<file path="src/pkg/dod_pkg.sv">
// Opcode patterns, selector and test pair codes, word and cycle counts for the decoder slice
package dod_pkg;

  // ==========================================================================
  // Opcode patterns
  localparam logic [5:0] COND_BRANCH_HI = 6'h38;
  localparam logic [5:0] COND_CALL_HI = 6'h3A;
  localparam logic [7:0] FLAG_TEST_TEMP_HI = 8'h6F;
  localparam logic [7:0] BLK_DD_SRC_HI = 8'hA8;
  localparam logic [7:0] BLK_DD_DST_HI = 8'hA9;
  localparam logic [7:0] BLK_PD_HI = 8'hA5;
  localparam logic [11:0] FLAG_CLEAR_HI = 12'hBE4;
  localparam logic [13:0] AUX_CMP_HI = 14'h2FD1;
  localparam logic [7:0] DATA_SHIFT_COPY_HI = 8'h77;
  localparam logic [7:0] PORT_READ_HI = 8'hAF;
  localparam logic [3:0] ACC_LOAD_SHIFTED_HI = 4'h1;
  localparam logic [11:0] ACC_LOAD_LONG_HI = 12'hBF8;
  localparam logic [7:0] ACC_ZERO_LOAD_HIGH_HI = 8'h6A;
  localparam logic [7:0] ACC_LOAD_LOW_IMM_HI = 8'hB9;
  localparam logic [7:0] ACC_LOAD_LOW_UNS_HI = 8'h69;
  localparam logic [7:0] ACC_LOAD_TEMP_SHIFT_HI = 8'h6B;
  localparam logic [4:0] AUX_LOAD_SHORT_HI = 5'h16;
  localparam logic [12:0] AUX_LOAD_LONG_HI = 13'h17E1;
  localparam logic [6:0] PAGE_PTR_IMM_HI = 7'h5E;
  localparam logic [7:0] PAGE_PTR_MEM_HI = 8'h0D;
  localparam logic [7:0] STATUS_ZERO_HI = 8'h0E;
  localparam logic [7:0] STATUS_ONE_HI = 8'h0F;
  localparam logic [3:0] TEMP_GROUP_HI = 4'h7;
  localparam logic [3:0] TEMP_SUB_LOAD = 4'h3;
  localparam logic [3:0] TEMP_SUB_ADD = 4'h0;
  localparam logic [3:0] TEMP_SUB_COPY = 4'h1;
  localparam logic [3:0] TEMP_SUB_MOVE = 4'h2;
  localparam logic [3:0] TEMP_SUB_PRODUCT_HIGH = 4'h5;

  // ==========================================================================
  // Flag clear group selectors
  localparam logic [3:0] CLR_BLOCK_DATA = 4'h4;
  localparam logic [3:0] CLR_IRQ_ENABLE = 4'h0;
  localparam logic [3:0] CLR_CARRY = 4'hE;
  localparam logic [3:0] CLR_OVF_MODE = 4'h2;
  localparam logic [3:0] CLR_SIGN_EXT = 4'h6;
  localparam logic [3:0] CLR_TEST_CTRL = 4'hA;
  localparam logic [3:0] CLR_EXT_OUT = 4'hC;

  // ==========================================================================
  // Test pair codes
  localparam logic [1:0] TP_PIN_LOW = 2'h0;
  localparam logic [1:0] TP_FLAG_SET = 2'h1;
  localparam logic [1:0] TP_FLAG_CLEAR = 2'h2;
  localparam logic [1:0] TP_NONE = 2'h3;

  // ==========================================================================
  // Word and cycle counts
  localparam logic [1:0] WORDS_ONE = 2'h1;
  localparam logic [1:0] WORDS_TWO = 2'h2;
  localparam logic [2:0] CYC_ONE = 3'h1;
  localparam logic [2:0] CYC_TWO = 3'h2;
  localparam logic [2:0] CYC_THREE = 3'h3;
  localparam logic [2:0] CYC_FOUR = 3'h4;

  typedef enum logic [4:0] {
    OP_NONE, OP_COND_BRANCH, OP_COND_CALL, OP_FLAG_TEST_TEMP, OP_BLK_DD_SRC,
    OP_BLK_DD_DST, OP_BLK_PD, OP_FLAG_CLEAR, OP_AUX_CMP, OP_DATA_SHIFT_COPY,
    OP_PORT_READ, OP_ACC_LOAD_SHIFTED, OP_ACC_LOAD_LONG, OP_ACC_ZERO_LOAD_HIGH,
    OP_ACC_LOAD_LOW_IMM, OP_ACC_LOAD_LOW_UNS, OP_ACC_LOAD_TEMP_SHIFT,
    OP_AUX_LOAD_SHORT, OP_AUX_LOAD_LONG, OP_PAGE_PTR_IMM, OP_PAGE_PTR_MEM,
    OP_STATUS_LOAD_ZERO, OP_STATUS_LOAD_ONE, OP_TEMP_LOAD, OP_TEMP_LOAD_ADD,
    OP_TEMP_LOAD_COPY, OP_TEMP_LOAD_MOVE, OP_PRODUCT_HIGH_LOAD
  } dod_op_e;

  typedef enum logic {
    ST_FIRST, ST_SECOND
  } dod_state_e;

endpackage

</file>
<file path="src/design/dod_cond_eval.sv">
// Condition evaluator for the conditional branch and call encodings
`timescale 1ns/100ps
`default_nettype none
module dod_cond_eval (
  input wire logic [3:0] mask,
  input wire logic [3:0] cond_flag_nibble,
  input wire logic [3:0] live_flags,
  input wire logic [1:0] test_pair_field,
  input wire logic pin_low,
  input wire logic test_ctrl_flag,
  output logic cond_met
);
  logic cond_flag_nibble_hit;
  logic pair_hit;

  // Mask picks the flags, any picked flag matching its state passes
  assign cond_flag_nibble_hit = |(mask & ~(cond_flag_nibble ^ live_flags));

  always_comb begin
    unique case (test_pair_field)
      dod_pkg::TP_PIN_LOW: pair_hit = pin_low;
      dod_pkg::TP_FLAG_SET: pair_hit = test_ctrl_flag;
      dod_pkg::TP_FLAG_CLEAR: pair_hit = ~test_ctrl_flag;
      dod_pkg::TP_NONE: pair_hit = 1'b0;
    endcase
  end

  assign cond_met = cond_flag_nibble_hit | pair_hit;
endmodule
`default_nettype wire

</file>
<file path="src/design/dod_decoder.sv">
// Instruction decoder slice: branch-on-condition through temp register loads
// Notes on behaviour
// - Conditional branch with accumulator zero test: two words, 4 taken, 2 not, 3 not with test pair 00.
// - Flag test by temp register: upper byte 6F, one word, one cycle.
// - Data-to-data copy, immediate source: upper byte A8, two words.
// - Data-to-data copy, immediate destination: upper byte A9, second word.
// - Program-to-data copy: upper byte A5, program address in second word.
// - Flag clear group BE4x, low nibble picks the flag cleared.
// - Aux compare BF44..BF47, selector in low two bits, one cycle.
// - Data shift copy: upper byte 77, one word, one cycle.
// - Port read: upper byte AF, port address second word, 2/2.
// - Shifted accumulator load: top nibble 1, shift in bits 11..8.
// - Long immediate accumulator load BF8x, constant word follows, 2/2.
// - Zero low, load high accumulator: upper byte 6A, one cycle.
// - Short immediate low load B9; zero constant means accumulator clear.
// - Zero low, load low unsigned: upper byte 69, one cycle.
// - Accumulator load with temp register shift: upper byte 6B.
// - Aux short load 1011 0xxx with eight-bit constant, 1/2.
// - Aux long load BF08..BF0F with constant word, 2/2.
// - Page pointer immediate 1011110 plus nine bits; memory form 0D, 2 cycles.
// - Status word loads 0E and 0F, two cycles each.
// - Temp group top nibble 7: 3 load, 0 add, 1 copy, 2 move, 5 product high.
// - Condition mask ANDed with live flags versus state; any match passes.
// - Test pair 00 pin low, 01 flag set, 10 flag clear, 11 none.
`timescale 1ns/100ps
`default_nettype none
module dod_decoder (
  input wire logic core_clk,
  input wire logic resetn,
  input wire logic fetch_valid,
  input wire logic [15:0] fetch_word,
  input wire logic acc_zero,
  input wire logic acc_negative,
  input wire logic overflow_flag,
  input wire logic carry_flag,
  input wire logic test_ctrl_flag,
  input wire logic ext_branch_input_pin,
  output logic dec_valid,
  output var dod_pkg::dod_op_e op_class,
  output logic [1:0] word_count,
  output logic [2:0] cycle_count,
  output logic [7:0] operand_addr,
  output logic [3:0] shift_count_field,
  output logic [2:0] aux_select_field,
  output logic [1:0] compare_selector,
  output logic [3:0] clear_select,
  output logic [15:0] imm_value,
  output logic cond_met,
  output logic acc_clear,
  output logic op_unknown
);

  // ==========================================================================
  // Helpers
  function automatic logic is_two_word(input dod_pkg::dod_op_e op);
    unique case (op)
      dod_pkg::OP_COND_BRANCH, dod_pkg::OP_COND_CALL, dod_pkg::OP_BLK_DD_SRC,
      dod_pkg::OP_BLK_DD_DST, dod_pkg::OP_BLK_PD, dod_pkg::OP_PORT_READ,
      dod_pkg::OP_ACC_LOAD_LONG, dod_pkg::OP_AUX_LOAD_LONG: is_two_word = 1'b1;
      default: is_two_word = 1'b0;
    endcase
  endfunction

  function automatic logic [2:0] base_cycles(input dod_pkg::dod_op_e op);
    unique case (op)
      dod_pkg::OP_BLK_DD_SRC, dod_pkg::OP_BLK_DD_DST,
      dod_pkg::OP_BLK_PD: base_cycles = dod_pkg::CYC_THREE;
      dod_pkg::OP_PORT_READ, dod_pkg::OP_ACC_LOAD_LONG, dod_pkg::OP_AUX_LOAD_LONG,
      dod_pkg::OP_AUX_LOAD_SHORT, dod_pkg::OP_PAGE_PTR_IMM, dod_pkg::OP_PAGE_PTR_MEM,
      dod_pkg::OP_STATUS_LOAD_ZERO,
      dod_pkg::OP_STATUS_LOAD_ONE: base_cycles = dod_pkg::CYC_TWO;
      default: base_cycles = dod_pkg::CYC_ONE;
    endcase
  endfunction

  // ==========================================================================
  // Pin synchroniser
  logic pin_meta_reg;
  logic pin_sync_reg;

  always_ff @(posedge core_clk or negedge resetn) begin
    if (!resetn) begin
      pin_meta_reg <= 1'b1;
      pin_sync_reg <= 1'b1;
    end else begin
      pin_meta_reg <= ext_branch_input_pin;
      pin_sync_reg <= pin_meta_reg;
    end
  end

  // ==========================================================================
  // First word decode
  dod_pkg::dod_op_e op_dec;
  logic [15:0] w;
  logic cond_eval;

  assign w = fetch_word;

  always_comb begin
    op_dec = dod_pkg::OP_NONE;
    if (w[15:10] == dod_pkg::COND_BRANCH_HI) begin
      op_dec = dod_pkg::OP_COND_BRANCH;
    end else if (w[15:10] == dod_pkg::COND_CALL_HI) begin
      op_dec = dod_pkg::OP_COND_CALL;
    end else if (w[15:8] == dod_pkg::FLAG_TEST_TEMP_HI) begin
      op_dec = dod_pkg::OP_FLAG_TEST_TEMP;
    end else if (w[15:8] == dod_pkg::BLK_DD_SRC_HI) begin
      op_dec = dod_pkg::OP_BLK_DD_SRC;
    end else if (w[15:8] == dod_pkg::BLK_DD_DST_HI) begin
      op_dec = dod_pkg::OP_BLK_DD_DST;
    end else if (w[15:8] == dod_pkg::BLK_PD_HI) begin
      op_dec = dod_pkg::OP_BLK_PD;
    end else if (w[15:4] == dod_pkg::FLAG_CLEAR_HI) begin
      unique case (w[3:0])
        dod_pkg::CLR_BLOCK_DATA, dod_pkg::CLR_IRQ_ENABLE, dod_pkg::CLR_CARRY,
        dod_pkg::CLR_OVF_MODE, dod_pkg::CLR_SIGN_EXT, dod_pkg::CLR_TEST_CTRL,
        dod_pkg::CLR_EXT_OUT: op_dec = dod_pkg::OP_FLAG_CLEAR;
        default: op_dec = dod_pkg::OP_NONE;
      endcase
    end else if (w[15:2] == dod_pkg::AUX_CMP_HI) begin
      op_dec = dod_pkg::OP_AUX_CMP;
    end else if (w[15:8] == dod_pkg::DATA_SHIFT_COPY_HI) begin
      op_dec = dod_pkg::OP_DATA_SHIFT_COPY;
    end else if (w[15:8] == dod_pkg::PORT_READ_HI) begin
      op_dec = dod_pkg::OP_PORT_READ;
    end else if (w[15:12] == dod_pkg::ACC_LOAD_SHIFTED_HI) begin
      op_dec = dod_pkg::OP_ACC_LOAD_SHIFTED;
    end else if (w[15:4] == dod_pkg::ACC_LOAD_LONG_HI) begin
      op_dec = dod_pkg::OP_ACC_LOAD_LONG;
    end else if (w[15:8] == dod_pkg::ACC_ZERO_LOAD_HIGH_HI) begin
      op_dec = dod_pkg::OP_ACC_ZERO_LOAD_HIGH;
    end else if (w[15:8] == dod_pkg::ACC_LOAD_LOW_IMM_HI) begin
      op_dec = dod_pkg::OP_ACC_LOAD_LOW_IMM;
    end else if (w[15:8] == dod_pkg::ACC_LOAD_LOW_UNS_HI) begin
      op_dec = dod_pkg::OP_ACC_LOAD_LOW_UNS;
    end else if (w[15:8] == dod_pkg::ACC_LOAD_TEMP_SHIFT_HI) begin
      op_dec = dod_pkg::OP_ACC_LOAD_TEMP_SHIFT;
    end else if (w[15:11] == dod_pkg::AUX_LOAD_SHORT_HI) begin
      op_dec = dod_pkg::OP_AUX_LOAD_SHORT;
    end else if (w[15:3] == dod_pkg::AUX_LOAD_LONG_HI) begin
      op_dec = dod_pkg::OP_AUX_LOAD_LONG;
    end else if (w[15:9] == dod_pkg::PAGE_PTR_IMM_HI) begin
      op_dec = dod_pkg::OP_PAGE_PTR_IMM;
    end else if (w[15:8] == dod_pkg::PAGE_PTR_MEM_HI) begin
      op_dec = dod_pkg::OP_PAGE_PTR_MEM;
    end else if (w[15:8] == dod_pkg::STATUS_ZERO_HI) begin
      op_dec = dod_pkg::OP_STATUS_LOAD_ZERO;
    end else if (w[15:8] == dod_pkg::STATUS_ONE_HI) begin
      op_dec = dod_pkg::OP_STATUS_LOAD_ONE;
    end else if (w[15:12] == dod_pkg::TEMP_GROUP_HI) begin
      unique case (w[11:8])
        dod_pkg::TEMP_SUB_LOAD: op_dec = dod_pkg::OP_TEMP_LOAD;
        dod_pkg::TEMP_SUB_ADD: op_dec = dod_pkg::OP_TEMP_LOAD_ADD;
        dod_pkg::TEMP_SUB_COPY: op_dec = dod_pkg::OP_TEMP_LOAD_COPY;
        dod_pkg::TEMP_SUB_MOVE: op_dec = dod_pkg::OP_TEMP_LOAD_MOVE;
        dod_pkg::TEMP_SUB_PRODUCT_HIGH: op_dec = dod_pkg::OP_PRODUCT_HIGH_LOAD;
        default: op_dec = dod_pkg::OP_NONE;
      endcase
    end
  end

  // Flags are sampled when the first word arrives
  dod_cond_eval u_cond (
    .mask(w[3:0]),
    .cond_flag_nibble(w[7:4]),
    .live_flags({acc_zero, acc_negative, overflow_flag, carry_flag}),
    .test_pair_field(w[9:8]),
    .pin_low(~pin_sync_reg),
    .test_ctrl_flag(test_ctrl_flag),
    .cond_met(cond_eval)
  );

  // ==========================================================================
  // Sequencing of one and two word forms
  dod_pkg::dod_state_e state_reg;
  dod_pkg::dod_state_e state_next;
  logic emit;

  always_comb begin
    state_next = state_reg;
    emit = 1'b0;
    unique case (state_reg)
      dod_pkg::ST_FIRST: begin
        if (fetch_valid && is_two_word(op_dec)) begin
          state_next = dod_pkg::ST_SECOND;
        end else if (fetch_valid) begin
          emit = 1'b1;
        end
      end
      dod_pkg::ST_SECOND: begin
        if (fetch_valid) begin
          emit = 1'b1;
          state_next = dod_pkg::ST_FIRST;
        end
      end
    endcase
  end

  always_ff @(posedge core_clk or negedge resetn) begin
    if (!resetn) begin
      state_reg <= dod_pkg::ST_FIRST;
    end else begin
      state_reg <= state_next;
    end
  end

  // First word held while the second is awaited
  dod_pkg::dod_op_e held_op_reg;
  logic [15:0] held_word_reg;
  logic held_cond_reg;

  always_ff @(posedge core_clk or negedge resetn) begin
    if (!resetn) begin
      held_op_reg <= dod_pkg::OP_NONE;
      held_word_reg <= 16'h0000;
      held_cond_reg <= 1'b0;
    end else if (state_reg == dod_pkg::ST_FIRST && fetch_valid) begin
      held_op_reg <= op_dec;
      held_word_reg <= w;
      held_cond_reg <= cond_eval;
    end
  end

  // ==========================================================================
  // Output fields
  dod_pkg::dod_op_e op_sel;
  logic [15:0] fw;
  logic c_sel;
  logic [2:0] cyc_sel;
  logic [15:0] imm_sel;

  assign op_sel = (state_reg == dod_pkg::ST_SECOND) ? held_op_reg : op_dec;
  assign fw = (state_reg == dod_pkg::ST_SECOND) ? held_word_reg : w;
  assign c_sel = (state_reg == dod_pkg::ST_SECOND) ? held_cond_reg : cond_eval;

  always_comb begin
    cyc_sel = base_cycles(op_sel);
    imm_sel = {8'h00, fw[7:0]};
    if (op_sel == dod_pkg::OP_COND_BRANCH || op_sel == dod_pkg::OP_COND_CALL) begin
      if (c_sel) begin
        cyc_sel = dod_pkg::CYC_FOUR;
      end else if (fw[9:8] == dod_pkg::TP_PIN_LOW) begin
        cyc_sel = dod_pkg::CYC_THREE;
      end else begin
        cyc_sel = dod_pkg::CYC_TWO;
      end
    end
    if (is_two_word(op_sel)) begin
      imm_sel = w;
    end else if (op_sel == dod_pkg::OP_PAGE_PTR_IMM) begin
      imm_sel = {7'h00, fw[8:0]};
    end
  end

  always_ff @(posedge core_clk or negedge resetn) begin
    if (!resetn) begin
      dec_valid <= 1'b0;
    end else begin
      dec_valid <= emit;
    end
  end

  always_ff @(posedge core_clk or negedge resetn) begin
    if (!resetn) begin
      op_class <= dod_pkg::OP_NONE;
      word_count <= 2'h0;
      cycle_count <= 3'h0;
      operand_addr <= 8'h00;
      shift_count_field <= 4'h0;
      aux_select_field <= 3'h0;
      compare_selector <= 2'h0;
      clear_select <= 4'h0;
      imm_value <= 16'h0000;
      cond_met <= 1'b0;
      acc_clear <= 1'b0;
      op_unknown <= 1'b0;
    end else if (emit) begin
      op_class <= op_sel;
      word_count <= is_two_word(op_sel) ? dod_pkg::WORDS_TWO : dod_pkg::WORDS_ONE;
      cycle_count <= cyc_sel;
      operand_addr <= fw[7:0];
      shift_count_field <= (op_sel == dod_pkg::OP_ACC_LOAD_LONG) ? fw[3:0] : fw[11:8];
      aux_select_field <= (op_sel == dod_pkg::OP_AUX_LOAD_SHORT) ? fw[10:8] : fw[2:0];
      compare_selector <= fw[1:0];
      clear_select <= fw[3:0];
      imm_value <= imm_sel;
      cond_met <= c_sel;
      acc_clear <= (op_sel == dod_pkg::OP_ACC_LOAD_LOW_IMM) && (fw[7:0] == 8'h00);
      op_unknown <= (op_sel == dod_pkg::OP_NONE);
    end
  end

  // ==========================================================================
  // Checks
  a_branch_taken_cycles: assert property (
    @(posedge core_clk) disable iff (!resetn)
    dec_valid && op_class == dod_pkg::OP_COND_BRANCH |->
      cycle_count == (cond_met ? 3'h4 : (held_word_reg[9:8] == 2'h0 ? 3'h3 : 3'h2))
      && word_count == 2'h2)
    else $error("branch word or cycle count wrong");

  a_flag_test_one: assert property (
    @(posedge core_clk) disable iff (!resetn)
    state_reg == dod_pkg::ST_FIRST && fetch_valid && fetch_word[15:8] == 8'h6F |=>
      dec_valid && op_class == dod_pkg::OP_FLAG_TEST_TEMP && cycle_count == 3'h1)
    else $error("flag test by temp not decoded in one cycle");

  a_blk_waits_second: assert property (
    @(posedge core_clk) disable iff (!resetn)
    state_reg == dod_pkg::ST_FIRST && fetch_valid && fetch_word[15:8] == 8'hA8 |=>
      !dec_valid && state_reg == dod_pkg::ST_SECOND && held_op_reg == dod_pkg::OP_BLK_DD_SRC)
    else $error("block copy did not wait for its second word");

  a_blk_pairs_second: assert property (
    @(posedge core_clk) disable iff (!resetn)
    state_reg == dod_pkg::ST_SECOND && fetch_valid
      && held_op_reg == dod_pkg::OP_BLK_DD_SRC |=>
      dec_valid && op_class == dod_pkg::OP_BLK_DD_SRC && imm_value == $past(fetch_word))
    else $error("block copy second word not paired");

  a_clear_sel_legal: assert property (
    @(posedge core_clk) disable iff (!resetn)
    dec_valid && op_class == dod_pkg::OP_FLAG_CLEAR |->
      clear_select inside {4'h4, 4'h0, 4'hE, 4'h2, 4'h6, 4'hA, 4'hC})
    else $error("flag clear selector outside group");

  a_shift_copy_addr: assert property (
    @(posedge core_clk) disable iff (!resetn)
    state_reg == dod_pkg::ST_FIRST && fetch_valid && fetch_word[15:8] == 8'h77 |=>
      op_class == dod_pkg::OP_DATA_SHIFT_COPY && operand_addr == $past(fetch_word[7:0]))
    else $error("data shift copy address lost");

  a_port_read_count: assert property (
    @(posedge core_clk) disable iff (!resetn)
    dec_valid && op_class == dod_pkg::OP_PORT_READ |-> word_count == 2'h2 && cycle_count == 3'h2)
    else $error("port read counts wrong");

  a_acc_clear_zero: assert property (
    @(posedge core_clk) disable iff (!resetn)
    dec_valid |-> acc_clear == (op_class == dod_pkg::OP_ACC_LOAD_LOW_IMM && imm_value == 16'h0000))
    else $error("accumulator clear flag mismatch");

  a_page_imm_field: assert property (
    @(posedge core_clk) disable iff (!resetn)
    state_reg == dod_pkg::ST_FIRST && fetch_valid && fetch_word[15:9] == 7'h5E |=>
      op_class == dod_pkg::OP_PAGE_PTR_IMM && imm_value[8:0] == $past(fetch_word[8:0])
      && cycle_count == 3'h2)
    else $error("page pointer immediate wrong");

  a_status_two_cyc: assert property (
    @(posedge core_clk) disable iff (!resetn)
    dec_valid && op_class inside {dod_pkg::OP_STATUS_LOAD_ZERO, dod_pkg::OP_STATUS_LOAD_ONE}
      |-> cycle_count == 3'h2 && word_count == 2'h1)
    else $error("status load counts wrong");

endmodule
`default_nettype wire

</file>
<file path="config.mk">
export PLATFORM = sky130hd
export DESIGN_NAME = dod_decoder
export DESIGN_NICKNAME = d
export VERILOG_FILES = /design/src/pkg/dod_pkg.sv /design/src/design/dod_cond_eval.sv /design/src/design/dod_decoder.sv
export SDC_FILE = /design/constraint.sdc
export NUM_CORES = 1
export LEC_CHECK = 0
export BUFFER_PORTS_ARGS = -buffer_cell sky130_fd_sc_hd__buf_2
export CAP_MARGIN = 0
export CORE_AREA = 4 4 96 98
export DETAILED_ROUTE_END_ITERATION = 7
export DIE_AREA = 0 0 100 102
export MAX_ROUTING_LAYER = met4
export PLACE_DENSITY = 0.72
export SYNTH_ARGS = -nofsm -noshare
export SYNTH_HDL_FRONTEND = slang
export SYNTH_SLANG_ARGS = --single-unit
</file>
<file path="constraint.sdc">
create_clock -name core_clk -period 8.4 [get_ports core_clk]
set_input_delay 0.42 -clock core_clk [delete_from_list [all_inputs] [get_ports core_clk]]
set_output_delay 0.42 -clock core_clk [all_outputs]
set_load 0.005 [all_outputs]
</file>
==> After elaboration in Yosys (flattened, before gate mapping) <==
Memory sizes are Yosys's and may differ from the RTL's.
Index checks and enable logic that the tools add are counted.
{ "totals": {"reg_bits": 72, "rom_bits": 160, "in_bits": 25, "output_inout_bits": 51, "word_cells": 129, "n_memories": 4} }
{ "classes": {"eq_ne": 42, "n_mux": 45, "n_bitwise": 7, "n_reduce_logical": 12} }
{ "mem_list": {"columns": ["memory", "words", "word_bits", "read_ports", "rd_clocked_by_memory_dff", "write_ports", "line", "rtl"], "rows": [
  ["(no name shown)", 32, 2, 1, 0, 0, "dod_decoder.sv:65", "unique case (op)"],
  ["(no name shown)", 32, 1, 1, 0, 0, "dod_decoder.sv:56", "unique case (op)"],
  ["(no name shown)", 32, 1, 1, 0, 0, "dod_decoder.sv:56", null],
  ["(no name shown)", 32, 1, 1, 0, 0, "dod_decoder.sv:56", null]
]} }
{ "ops": {"columns": ["cell", "n"], "rows": [
  ["two-way mux 5 bit", 24],
  ["== test 8 x 7 -> 1 bit, second input constant", 5],
  ["== test 8 bit, second input constant", 5],
  ["one-hot mux 5 bit (5 select lines)", 1],
  ["== test 12 bit, second input constant", 2],
  ["== test 8 x 4 -> 1 bit, second input constant", 3],
  ["== test 4 x 3 -> 1 bit, second input constant", 4],
  ["two-way mux 16 bit", 1],
  ["== test 5 bit, second input constant", 3],
  ["== test 14 bit, second input constant", 1],
  ["== test 13 bit, second input constant", 1],
  ["== test 4 x 2 -> 1 bit, second input constant", 3],
  ["== test 4 bit, second input constant", 3],
  ["== test 6 bit, second input constant", 2],
  ["two-way mux 12 bit", 1],
  ["two-way mux 3 bit", 4],
  ["== test 5 x 4 -> 1 bit, second input constant", 2],
  ["two-way mux 9 bit", 1],
  ["== test 4 x 1 -> 1 bit, second input constant", 2],
  ["zero test 4 bit", 2],
  ["zero test 8 bit", 1],
  ["two-way mux 1 bit", 8],
  ["== test 7 bit, second input constant", 1],
  ["OR reduction 7 bit", 1],
  ["18 further kinds", 25]
]} }

==> Logic depth before layout (Yosys ltp) <==
Gate-level depths: netlist of run 1.
An unclocked memory read counts as a cell.
{ "logic_depth": {"depth_word": 32, "mapped_depth": 20} }

==> By module <==
A second synthesis of run 1 with hierarchy kept.
{ "unflattened": {"cells_unflattened": 420, "area_unflattened_um2": 4129.0} }
{ "modules_own_cells": {"columns": ["module", "instances", "cells_each", "area_each_um2", "seq_area_each_um2"], "rows": [
  ["dod_decoder", 1, 411, 4057.6, 1654.1],
  ["dod_cond_eval", 1, 9, 71.3, 0.0]
]} }

==> Least setup slack after synthesis of run 1 <==
OpenSTA, ideal clock, no wires.
{ "synth_path": {"kind": "input-to-reg", "startpoint": "in fetch_word[7]", "endpoint": "reg imm_value[0]", "setup_time_ps": 130, "arrival_time_ps": 3434, "setup_slack_ps": 4837, "cell_stages": 18, "path_cell_list": "buf_6 or4b_4 nor3_2 a21oi_1 nand3_1 a211o_1 o21ai_0 o21ai_0 mux2_2 inv_1 ha_1 o22ai_1 a21oi_1 a22o_1 a22oi_4 buf_6 mux2i_1 o21ai_1"} }
{ "synth_between": {"elab_cells_between_ends": 30, "classes_between": "4 x eq/ne; 23 x mux; 1 x reduce/logical; 2 x memory"} }
{ "synth_lines": {"columns": ["item", "line", "rtl"], "rows": [
  ["start, declared", "dod_decoder.sv:31", "input wire logic [15:0] fetch_word,"],
  ["== test 13 bit", "dod_decoder.sv:140", "end else if (w[15:3] == dod_pkg::AUX_LOAD_LONG_HI) begin"],
  ["two-way mux 5 bit", "dod_decoder.sv:140", null],
  ["two-way mux 5 bit", "dod_decoder.sv:138", "end else if (w[15:11] == dod_pkg::AUX_LOAD_SHORT_HI) begin"],
  ["two-way mux 5 bit", "dod_decoder.sv:136", "end else if (w[15:8] == dod_pkg::ACC_LOAD_TEMP_SHIFT_HI) begin"],
  ["two-way mux 5 bit", "dod_decoder.sv:134", "end else if (w[15:8] == dod_pkg::ACC_LOAD_LOW_UNS_HI) begin"],
  ["two-way mux 5 bit", "dod_decoder.sv:132", "end else if (w[15:8] == dod_pkg::ACC_LOAD_LOW_IMM_HI) begin"],
  ["two-way mux 5 bit", "dod_decoder.sv:130", "end else if (w[15:8] == dod_pkg::ACC_ZERO_LOAD_HIGH_HI) begin"],
  ["two-way mux 5 bit", "dod_decoder.sv:128", "end else if (w[15:4] == dod_pkg::ACC_LOAD_LONG_HI) begin"],
  ["(+8 left out)", null, null],
  ["two-way mux 5 bit *", "dod_decoder.sv:105", "end else if (w[15:8] == dod_pkg::FLAG_TEST_TEMP_HI) begin"],
  ["two-way mux 5 bit *", "dod_decoder.sv:103", "end else if (w[15:10] == dod_pkg::COND_CALL_HI) begin"],
  ["two-way mux 5 bit *", "dod_decoder.sv:101", "if (w[15:10] == dod_pkg::COND_BRANCH_HI) begin"],
  ["named net op_dec[0]", "dod_decoder.sv:93", "dod_pkg::dod_op_e op_dec;"],
  ["two-way mux 5 bit *", "dod_decoder.sv:232", "assign op_sel = (state_reg == dod_pkg::ST_SECOND) ? held_op_reg : op_dec;"],
  ["named net op_sel[0]", "dod_decoder.sv:226", "dod_pkg::dod_op_e op_sel;"],
  ["memory read (32 x 1 bit) *", null, null],
  ["two-way mux 16 bit *", "dod_decoder.sv:248", "if (is_two_word(op_sel)) begin"],
  ["end signal, assigned", "dod_decoder.sv:286", "imm_value <= imm_sel;"],
  ["end, declared", "dod_decoder.sv:47", "output logic [15:0] imm_value,"]
]} }
The timed path passes the listed nets; every way through them passes the cells marked *. The select of a mux whose other input is x is not followed.
A chain may end at the register's enable or synchronous reset.

==> Worst setup path after layout of run 1 <==
{ "layout_path": {"startpoint": "in fetch_word[13]", "endpoint": "reg cycle_count[1]"} }
{ "layout_between": {"elab_chain_cells": 29, "elab_cells_between_ends": 57, "classes_between": "25 x eq/ne; 28 x mux; 2 x reduce/logical; 2 x memory"} }
{ "layout_lines": {"columns": ["item", "line", "rtl"], "rows": [
  ["== test 4 x 3 -> 1 bit", "dod_decoder.sv:150", "end else if (w[15:12] == dod_pkg::TEMP_GROUP_HI) begin"],
  ["two-way mux 5 bit", "dod_decoder.sv:150", null],
  ["two-way mux 5 bit", "dod_decoder.sv:148", "end else if (w[15:8] == dod_pkg::STATUS_ONE_HI) begin"],
  ["two-way mux 5 bit", "dod_decoder.sv:146", "end else if (w[15:8] == dod_pkg::STATUS_ZERO_HI) begin"],
  ["two-way mux 5 bit", "dod_decoder.sv:144", "end else if (w[15:8] == dod_pkg::PAGE_PTR_MEM_HI) begin"],
  ["two-way mux 5 bit", "dod_decoder.sv:142", "end else if (w[15:9] == dod_pkg::PAGE_PTR_IMM_HI) begin"],
  ["two-way mux 5 bit", "dod_decoder.sv:140", null],
  ["two-way mux 5 bit", "dod_decoder.sv:138", null],
  ["(+14 left out)", null, null],
  ["two-way mux 5 bit", "dod_decoder.sv:103", null],
  ["two-way mux 5 bit *", "dod_decoder.sv:101", null],
  ["named net op_dec[0]", "dod_decoder.sv:93", null],
  ["memory read (32 x 1 bit)", null, null],
  ["two-way mux 1 bit", "dod_decoder.sv:182", "unique case (state_reg)"],
  ["logical AND 1 bit", "dod_decoder.sv:184", "if (fetch_valid && is_two_word(op_dec)) begin"],
  ["two-way mux 1 bit", "dod_decoder.sv:184", null],
  ["one-hot mux 1 bit (2 select lines)", "dod_decoder.sv:182", null],
  ["end signal, assigned", "dod_decoder.sv:280", "cycle_count <= cyc_sel;"],
  ["end, declared", "dod_decoder.sv:41", "output logic [2:0] cycle_count,"]
]} }
Marked as above.

==> out/summary.txt, run 1 <==
Outcome: finished, final reports clean
Mapped Area: 0.004135 mm2
Final ANT Viol Nets: 0
Power Density: 233.6 mW/mm2
Synth async-reset ratio: 100.0%
Worst r2r src: state_reg
Fin util: 54.91%
Gate Count Post-Synth: 416
Most common library cells after synthesis: dfrtp_1 (64), nand2_1 (49), o21ai_0 (26)
Longest Clk Path Bufs: 2
Seq cells post-synth: 66
Final setup fails: 0
Die W: 100 um
Final Net Count: 506
Critical Path RT: 8.62 ns
Mapped Avg Cell Area: 9.940 um2
# H-tree levels: 3
Yosys top cell area share: 38.73%
Setup_tns: 0 ns
I/O Buffers: 75
Core Area: 0.008466 mm2
CP Max Fanout: 66
Unrepaired setup endpoints after global routing: no
DR WL met3: 638 um
Worst-path clk slew: 0.08 ns
Hold EP: pin_meta_reg
Storage element area: 0.001654 mm2
CTS tree: done
Clock Skews: 0.009649 ns
Area Overhead vs Synth: 12.41%
Final Hold Fails: 0
Sequential share of the synthesized area: 40.00%
Post-synth EDFFs: 0
Critical hold path startpoint: ext_branch_input_pin
Syn Nets: 450
Minimum clock period: 4.356 ns
Final setup margin: 4.044 ns
Die footprint: 0.01020 mm2
Startpoint Class: primary input
Top-count cell post-synth: dfrtp_1
Power, Total: 1.086 mW
Slowest cell on crit path: nand2_2
Post-Route WL: 10.27 mm
Ant diodes: 0
Worst slew pin tran: 1.123 ns
Post-CTS Setup Bufs: 0
Fin crit share: 51.86%
Max Fclk: 229.6 MHz
Share of cells above drive strength 1: 32.08%
Synth Flop Type: dfrtp_1
Setup WS pre-CTS: 3.697 ns
Cell variety after synth: 75
TritonCTS Buffers: 9
Number of global-route vias before repair: 3150
Gr ovfl total: 0
DIE HEIGHT: 102 um
Flop2flop setup slack: 4.75 ns
Post-DP HPWL: 7.201 mm
P_leak: 2.096 nW
Worst path cell trace: buf_2 -> or2b_2 -> nor4_2 -> a21oi_1 -> nand3_1 -> a211o_1 -> o21ai_0 -> o21ai_0 -> inv_1 -> ha_1 -> and3_1 -> o31ai_1 -> a32oi_1 -> nand2_2 -> inv_2 -> mux2_2 -> o31a_1
Residual DRC: 0
CP Data Arrival Time: 4.58 ns
Max incr delay on CP: 0.83 ns
Fin. max-slew vios: 0
I/O pin count: 76
Crit path buffers/inverters: 3
MaxCap Viol Count: 0
Gp weighted congestion: 0.9184
Yosys warns: 0
Worst rel slew slack: 24.90%
Multi-input logic area: 0.002217 mm2
Largest area contributor in the netlist: dfrtp_1
Crit path kind: primary input to register
Hold WC Path Type: primary input to register
Worst VDD drop: 0.1040 mV
Routed len/inst: 17.55 um
Top cells by area, synth: dfrtp_1 (39%), mux2_2 (6.5%), nand2_1 (4.4%)
Top layer in use: met4
Initial antenna violation count: 0
Initial core utilization: 48.85%
Sink Count: 66
First-pass GRT wire length: 16.36 mm
CP Capture Type: register
CTS resizes: 0
Hold depth: 1
Row count: 34
Total number of vias: 3417
# fillers: 780
RR Endpoint: imm_value[15]
Wl on met1: 4.800 mm
Largest net degree at the start of global routing: 67
Cells on worst reg2reg path: 11
Post-DR vias/cell: 5.841
Root Driver: clkbuf_8
Initial drt markers: 168
Later-pin clock latency in the skew report: 0.34 ns
Routed length on met2: 4.711 mm
Most frequent CP cell: o21ai_0
CTS Hold Bufs: 0
Number of flip-flops in the largest register: 16
Drt first pass iters: 5
GRT Overall Usage: 20.78%
Top Family by Delay on Critical Path: simple AND/OR/NAND/NOR gates
Worst hold slack: 0.1685 ns
[area by class of cell]
class,count,share of cell area (%)
Sequential cell,66,35.59
Multi-Input combinational cell,305,47.70
Clock inverter,6,1.400
Inverter,13,1.050
Timing Repair Buffer,77,8.398
Tap cell,108,2.907
Clock buffer,10,2.961
[report_power, final]
part | internal, mW | leakage [nW] | switching (mW)
clock | 0.146 | 0.103 | 0.132
sequential | 0.399 | 0.810 | 0.0470
combinational | 0.164 | 1.18 | 0.198
[cells by family (layout without fill, tap and decap cells)]
| group | count (synthesis) | in the layout | share of synthesized area (%) |
|---|---|---|---|
| buffers and inverters | 45 | 106 | 6.384 |
| AOI/OAI and AO/OA | 113 | 113 | 20.39 |
| adders and majority gates | 9 | 9 | 2.723 |
| muxes | 41 | 41 | 10.65 |
| DFF | 66 | 66 | 40.00 |
| and+or+nand+nor | 138 | 138 | 19.00 |
| xor gates and xnor gates | 4 | 4 | 0.8471 |
[metrics by stage]
stage,cell area (um2),std cells
after detailed placement,4446,569
final,4648,585
after global placement,4446,569
after global routing,4648,585
after floorplan,4135,416
after CTS,4648,585
[how the worst max path moves through the flow]
stage,from,endpoint,slack [ns],cells past startpoint
finish,fetch_word[13],cycle_count[1],4.04,17
global route,fetch_word[13],cycle_count[1],3.65,17
CTS,fetch_word[13],cycle_count[1],4.05,17
detailed placement,fetch_word[13],cycle_count[1],3.70,17
global placement,fetch_word[4],cycle_count[1],3.79,17
floorplan,fetch_word[7],imm_value[0],4.84,18
[placed cells by master (no fill, tap or decap), types with 5 or more instances in the layout]
cell type / instances
buf_2: 75
mux2i_1: 17
nor2b_1: 5
dfrtp_1: 64
a21oi_1: 13
nor3_1: 8
nor2_1: 18
a31oi_1: 6
a211oi_1: 5
nor4_1: 5
clkbuf_8: 10
ha_1: 9
o21ai_0: 26
nand2_1: 49
inv_1: 11
a2bb2oi_1: 5
a22o_1: 9
mux2_2: 24
nand2b_1: 5
nand4_1: 5
o21ai_1: 12
[per-layer routing]
layer,GRT usage [%],vias up
li1,-,1631
met1,29.20,1642
met2,31.55,130
met3,3.072,14
met4,5.699,0
met5,-,-
Note: power is estimated with default switching activity, not from simulation.
==> run 2, diff against run 1 <==
- PLACE_DENSITY: 0.72 -> 0.75
- clock period: 8.4 -> 3.6 ns (I/O delays scaled with it)
==> run 2 against run 1 <==
Net effect:
- utilization rose by 2.9 points
- worst setup slack got worse by 3.6 ns
- clock power grew to 2.8 times the previous value
- combinational power grew 140%
- critical path type unchanged
- largest cell class unchanged
==> out/summary.txt, run 2 (same netlist as run 1, synthesis figures left out) <==
GRT Overall Usage: 21.84% (was 20.78%)
DIE HEIGHT: 102 um (unchanged)
Post-DP HPWL: 7.612 mm (was 7.201 mm)
Unrepaired setup endpoints after global routing: no (unchanged)
CP Max Fanout: 12 (was 66)
Die W: 100 um (unchanged)
Worst VDD drop: 0.2249 mV (was 0.1040 mV)
Final ANT Viol Nets: 0 (unchanged)
MaxCap Viol Count: 0 (unchanged)
CTS tree: done (unchanged)
Final setup fails: 0 (unchanged)
Final Hold Fails: 0 (unchanged)
Fin crit share: 88.24%
P_leak: 2.232 nW (was 2.096 nW)
Drt first pass iters: 4 (was 5)
Fin util: 57.76% (was 54.91%)
Post-Place Cells: 589 (was 569)
Total number of vias: 3501 (was 3417)
Critical hold path startpoint: fetch_valid (was ext_branch_input_pin)
Multi-input logic area: 0.002217 mm2 (unchanged)
Number of global-route vias before repair: 3355 (was 3150)
TritonCTS Buffers: 9 (unchanged)
Fin. max-slew vios: 0 (unchanged)
DP Area: 0.004621 mm2 (was 0.004446 mm2)
CP Capture Type: register (unchanged)
Worst slew pin tran: 0.8907 ns (was 1.123 ns)
Commonest non-fill, non-tap cells in the layout: buf_2 (75), dfrtp_1 (64), nand2_1 (49) (unchanged)
Setup crit start: fetch_word[4] (was fetch_word[13])
Longest Clk Path Bufs: 2 (unchanged)
Outcome: finished, final reports clean (unchanged)
Clock Skews: 0.008784 ns (was 0.009649 ns)
Power Density: 554.7 mW/mm2 (was 233.6 mW/mm2)
Post-DR vias/cell: 5.768 (was 5.841)
Hold WC Path Type: primary input to register (unchanged)
CP Data Arrival Time: 3.45 ns (was 4.58 ns)
Ant diodes: 0 (unchanged)
Initial antenna violation count: 0 (unchanged)
Die footprint: 0.01020 mm2 (unchanged)
Routed len/inst: 17.31 um (was 17.55 um)
Worst rel slew slack: 40.48% (was 24.90%)
Critical Path RT: 3.87 ns (was 8.62 ns)
Worst hold slack: 0.03230 ns (was 0.1685 ns)
Final cell count without fillers: 607 (was 585)
# H-tree levels: 3 (unchanged)
First-pass GRT wire length: 17.22 mm (was 16.36 mm)
Share of cells above drive strength 1: 34.67% (was 32.08%)
Startpoint Class: primary input (unchanged)
Later-pin clock latency in the skew report: 0.35 ns (was 0.34 ns)
I/O pin count: 76 (unchanged)
CTS resizes: 0 (unchanged)
Sink Count: 66 (unchanged)
Initial core utilization: 48.85% (unchanged)
Minimum clock period: 3.177 ns
Number of flip-flops in the largest register: 16 (unchanged)
Fin area: 0.004890 mm2 (was 0.004648 mm2)
Root Driver: clkbuf_8 (unchanged)
Max Fclk: 314.8 MHz
Most common cell after layout, fill and taps aside: buf_2 (unchanged)
Residual DRC: 0 (unchanged)
Area Overhead vs Synth: 18.25% (was 12.41%)
Crit path kind: primary input to register (unchanged)
Worst r2r src: state_reg (unchanged)
Row count: 34 (unchanged)
Setup_tns: 0 ns (unchanged)
Gr ovfl total: 0 (unchanged)
Post-Route WL: 10.51 mm (was 10.27 mm)
Largest net degree at the start of global routing: 36 (was 67)
# fillers: 763 (was 780)
Storage element area: 0.001654 mm2 (unchanged)
Final Net Count: 528 (was 506)
Gp weighted congestion: 0.9553 (was 0.9184)
Core Area: 0.008466 mm2 (unchanged)
Initial drt markers: 176 (was 168)
I/O Buffers: 75 (unchanged)
Worst-path clk slew: 0.08 ns (about the same)
[run 2: timing repair]
action                                 4_1_cts  5_1_grt
hold buffers                                 2        0
setup buffers                                0        0
endpoints found under the hold margin       32        0
[run 2: metal layers]
layer | GRT usage [%] | part of all wire (%)
met1 | 29.24 | 45
met2 | 34.38 | 48
met3 | 2.867 | 5.1
met4 | 7.565 | 1.9
met5 | - | 0
[run 2: path summary, 6_finish.rpt]
| kind | to | slack (ns) | depth (start not counted) |
|---|---|---|---|
| max in group asynchronous | pin_meta_reg | 2.24 | 3 |
| setup reg to reg | imm_value[6] | 1.00 | 11 |
| min in group asynchronous | op_class[4] | 0.42 | 2 |
| setup / recovery | imm_value[6] | 0.42 | 18 |
| hold / removal | state_reg | 0.03 | 2 |
| hold reg to reg | pin_sync_reg | 0.36 | 0 |
[run 2: area by class of cell]
cell class                      count  area share, %
Inverter                           13         0.9980
Sequential cell                    66          33.83
Tap cell                          108          2.764
Timing Repair Buffer               99          11.98
Clock inverter                      7          2.559
Multi-Input combinational cell    305          45.34
Clock buffer                        9          2.533
[run 2: power by group]
part / internal, mW / leakage (nW) / switching, mW
Sequential: 0.931 / 0.810 / 0.111
Combinational: 0.421 / 1.30 / 0.463
Clock: 0.467 / 0.124 / 0.318
Total: 1.82 / 2.23 / 0.893
[run 2: worst max-delay path, stage by stage]
cell and delay (ns):
buf_2 0.14, or4b_4 0.57, nor3_2 0.24, a21oi_1 0.10
nand3_1 0.10, a211o_1 0.12, o21ai_0 0.07, o21ai_0 0.15
mux2_2 0.25, inv_1 0.08, ha_1 0.23, o22ai_1 0.17
a21oi_1 0.09, a22o_1 0.25, a22oi_4 0.21, buf_4 0.22
a31oi_1 0.10, a2bb2oi_1 0.17
[run 2: per-stage QoR]
stage	worst slack, ns	total power, mW
floorplan	0.2768	1.609
global placement	0.1528	1.911
detailed placement	0.07865	1.943
CTS	0.4278	2.735
global route	0.1524	2.880
finish	0.4234	2.712
==> run 3, diff against run 2 <==
--- a/config.mk
+++ b/config.mk
@@ -13,4 +13,5 @@
 export MAX_ROUTING_LAYER = met4
 export PLACE_DENSITY = 0.75
+export SETUP_SLACK_MARGIN = 0.2
 export SYNTH_ARGS = -nofsm -noshare
 export SYNTH_HDL_FRONTEND = slang
==> constraint.sdc (replaced) <==
create_clock -name core_clk -period 3.6 [get_ports core_clk]
set_input_delay 1.08 -clock core_clk [delete_from_list [all_inputs] [get_ports core_clk]]
set_output_delay 1.08 -clock core_clk [all_outputs]
set_load 0.005 [all_outputs]
==> run 3 against run 2 <==
Net effect:
- the flow now finishes with violations (negative setup slack)
- total power rose by 9.9%
- wire length rose by 23%
- die area did not move
- combinational power rose by 43%
- critical path depth did not move
- clock skew rose by 0.0024 ns
- count of clock-buffer cells in the layout did not move
- register-to-register slack improved by 0.15 ns
- final area rose by 27%
- maximum frequency fell by 14%
- highest routed layer unchanged
==> out/summary.txt, run 3 (same netlist as run 1, synthesis figures left out) <==
Fin crit share: 103.1% (was 88.24%)
Failing checks: negative setup slack
Power, Total: 2.981 mW (was 2.712 mW)
CP Max Fanout: 17 (was 12)
Switching Share: 35.30% (was 32.91%)
P_int: 1.929 mW (was 1.820 mW)
Outcome: complete, but fails checks (was finished, final reports clean)
CP Capture Type: register (unchanged)
Row count: 34 (unchanged)
Area Overhead vs Synth: 49.65% (was 18.25%)
Setup WS pre-CTS: -0.5722 ns (was 0.07865 ns)
Worst r2r src: state_reg (unchanged)
Worst VDD drop: 0.1892 mV (was 0.2249 mV)
Worst rel slew slack: 39.24% (was 40.48%)
Minimum clock period: 3.711 ns (was 3.177 ns)
Crit path kind: primary input to register (unchanged)
First-pass GRT wire length: 19.05 mm (was 17.22 mm)
Critical hold path startpoint: pin_meta_reg (was fetch_valid)
Flop2flop setup slack: 1.15 ns (was 1.00 ns)
Commonest non-fill, non-tap cells in the layout: buf_4 (104), buf_2 (70), dfrtp_1 (64) (was buf_2 (75), dfrtp_1 (64), nand2_1 (49))
GRT Overall Usage: 24.09% (was 21.84%)
Critical Path RT: 3.84 ns (was 3.87 ns)
TritonCTS Buffers: 9 (unchanged)
Gp weighted congestion: 0.8769 (was 0.9553)
Drt first pass iters: 4 (unchanged)
Setup crit start: fetch_word[14] (was fetch_word[4])
Die W: 100 um (unchanged)
Residual DRC: 0 (unchanged)
Longest Clk Path Bufs: 2 (unchanged)
Worst hold slack: 0.3639 ns (was 0.03230 ns)
Number of global-route vias before repair: 3878 (was 3355)
Largest net degree at the start of global routing: 36 (unchanged)
Root Driver: clkbuf_8 (unchanged)
DIE HEIGHT: 102 um (unchanged)
Post-DP HPWL: 8.754 mm (was 7.612 mm)
Later-pin clock latency in the skew report: 0.36 ns (was 0.35 ns)
Most common cell after layout, fill and taps aside: buf_4 (was buf_2)
Fin. max-slew vios: 0 (unchanged)
Number of flip-flops in the largest register: 16 (unchanged)
Power Density: 481.8 mW/mm2 (was 554.7 mW/mm2)
Initial antenna violation count: 0 (unchanged)
Unrepaired setup endpoints after global routing: yes (was no)
P_leak: 2.907 nW (was 2.232 nW)
Final setup margin: -0.1105 ns (was 0.4234 ns)
Initial drt markers: 333 (was 176)
I/O pin count: 76 (unchanged)
Routed len/inst: 18.17 um (was 17.31 um)
Initial core utilization: 48.85% (unchanged)
Seq pwr share: 35.8% (was 38.4%)
Final ANT Viol Nets: 0 (unchanged)
Clock Skews: 0.01117 ns (was 0.008784 ns)
Core Area: 0.008466 mm2 (unchanged)
Sink Count: 66 (unchanged)
Total number of vias: 4022 (was 3501)
Startpoint Class: primary input (unchanged)
Final Net Count: 631 (was 528)
MaxCap Viol Count: 0 (unchanged)
Worst slew pin tran: 0.9092 ns (was 0.8907 ns)
Share of cells above drive strength 1: 56.48% (was 34.67%)
# H-tree levels: 3 (unchanged)
Psw: 1.052 mW (was 892.8 uW)
Clock group share of total power: 21.9% (was 28.9%)
Die footprint: 0.01020 mm2 (unchanged)
CP Data Arrival Time: 3.95 ns (was 3.45 ns)
Gr ovfl total: 0 (unchanged)
Ant diodes: 0 (unchanged)
I/O Buffers: 75 (unchanged)
Final setup fails: 39 (was 0)
Worst-path clk slew: 0.08 ns (about the same)
Post-DR vias/cell: 5.665 (was 5.768)
Final Hold Fails: 0 (unchanged)
Hold WC Path Type: register to register (was primary input to register)
Gate power share: 42.3% (was 32.6%)
Post-Route WL: 12.90 mm (was 10.51 mm)
Setup_tns: -2.055 ns (was 0 ns)
Max Fclk: 269.5 MHz (was 314.8 MHz)
CTS tree: done (unchanged)
CTS Hold Bufs: 0 (was 2)
## run 3: layout make-up
class / count / area (um2)
Sequential cell: 66 / 1654
Inverter: 13 / 58.81
Multi-Input combinational cell: 305 / 2580
Tap cell: 108 / 135.1
Fill cell: 602 / 2277
Clock buffer: 9 / 123.9
Clock inverter: 7 / 77.57
Timing Repair Buffer: 202 / 1559
## run 3: metrics by stage
step                      std cells  cell area (um2)  utilization (%)
after floorplan                 416             4228                -
after global placement          666             5251            62.03
after detailed placement        666             5251            62.03
after CTS                       684             5587            65.99
after global routing            710             6188            73.10
final                           710             6188            73.10
## run 3: worst paths after layout
kind / cells after the start / endpoint
max: 18 / imm_value[0]
min: 0 / pin_sync_reg
min in group asynchronous: 1 / cycle_count[2]
max in group asynchronous: 2 / pin_meta_reg
max reg2reg: 11 / imm_value[0]
min reg2reg: 0 / pin_sync_reg
## run 3: power groups by stage
stage | logic (mW) | registers [mW] | clock network, mW
after floorplan | 0.591 | 1.06 | 0
after CTS | 1.07 | 1.05 | 0.650
final | 1.26 | 1.07 | 0.653
after detailed placement | 1.04 | 1.06 | 0
after global placement | 1.01 | 1.05 | 0
after global routing | 1.36 | 1.09 | 0.695
## run 3: critical path: stages
cell and delay [ns]:
buf_8 0.10, or4_4 0.55, nor3_4 0.19, nand2_1 0.08, nand3_2 0.08, a211o_1 0.14, o21ai_2 0.06, o21ai_2 0.09
mux2_4 0.22, inv_4 0.05, ha_4 0.17, o22ai_4 0.16, a21oi_2 0.07, a22o_1 0.24, a22oi_4 0.18, buf_12 0.18
mux2i_1 0.20, o21ai_1 0.09
## run 3: routing by layer
metal  vias up  routed length, um  part of all wire (%)  track usage [%]
li1       1893                  -                     -                -
met1      1972               5342                    41            30.52
met2       128               6651                    52            39.82
met3        29                640                   5.0            3.891
met4         0                267                   2.1            7.565
met5         -                  0                     0                -
## run 3: repair_timing
| item | in CTS | in global routing |
|---|---|---|
| buffers inserted | 2 | 20 |
| endpoints found under the setup margin | 46 | 46 |
| pin swaps | 6 | 15 |
| gates cloned | 0 | 6 |
| resized for setup | 28 | 82 |
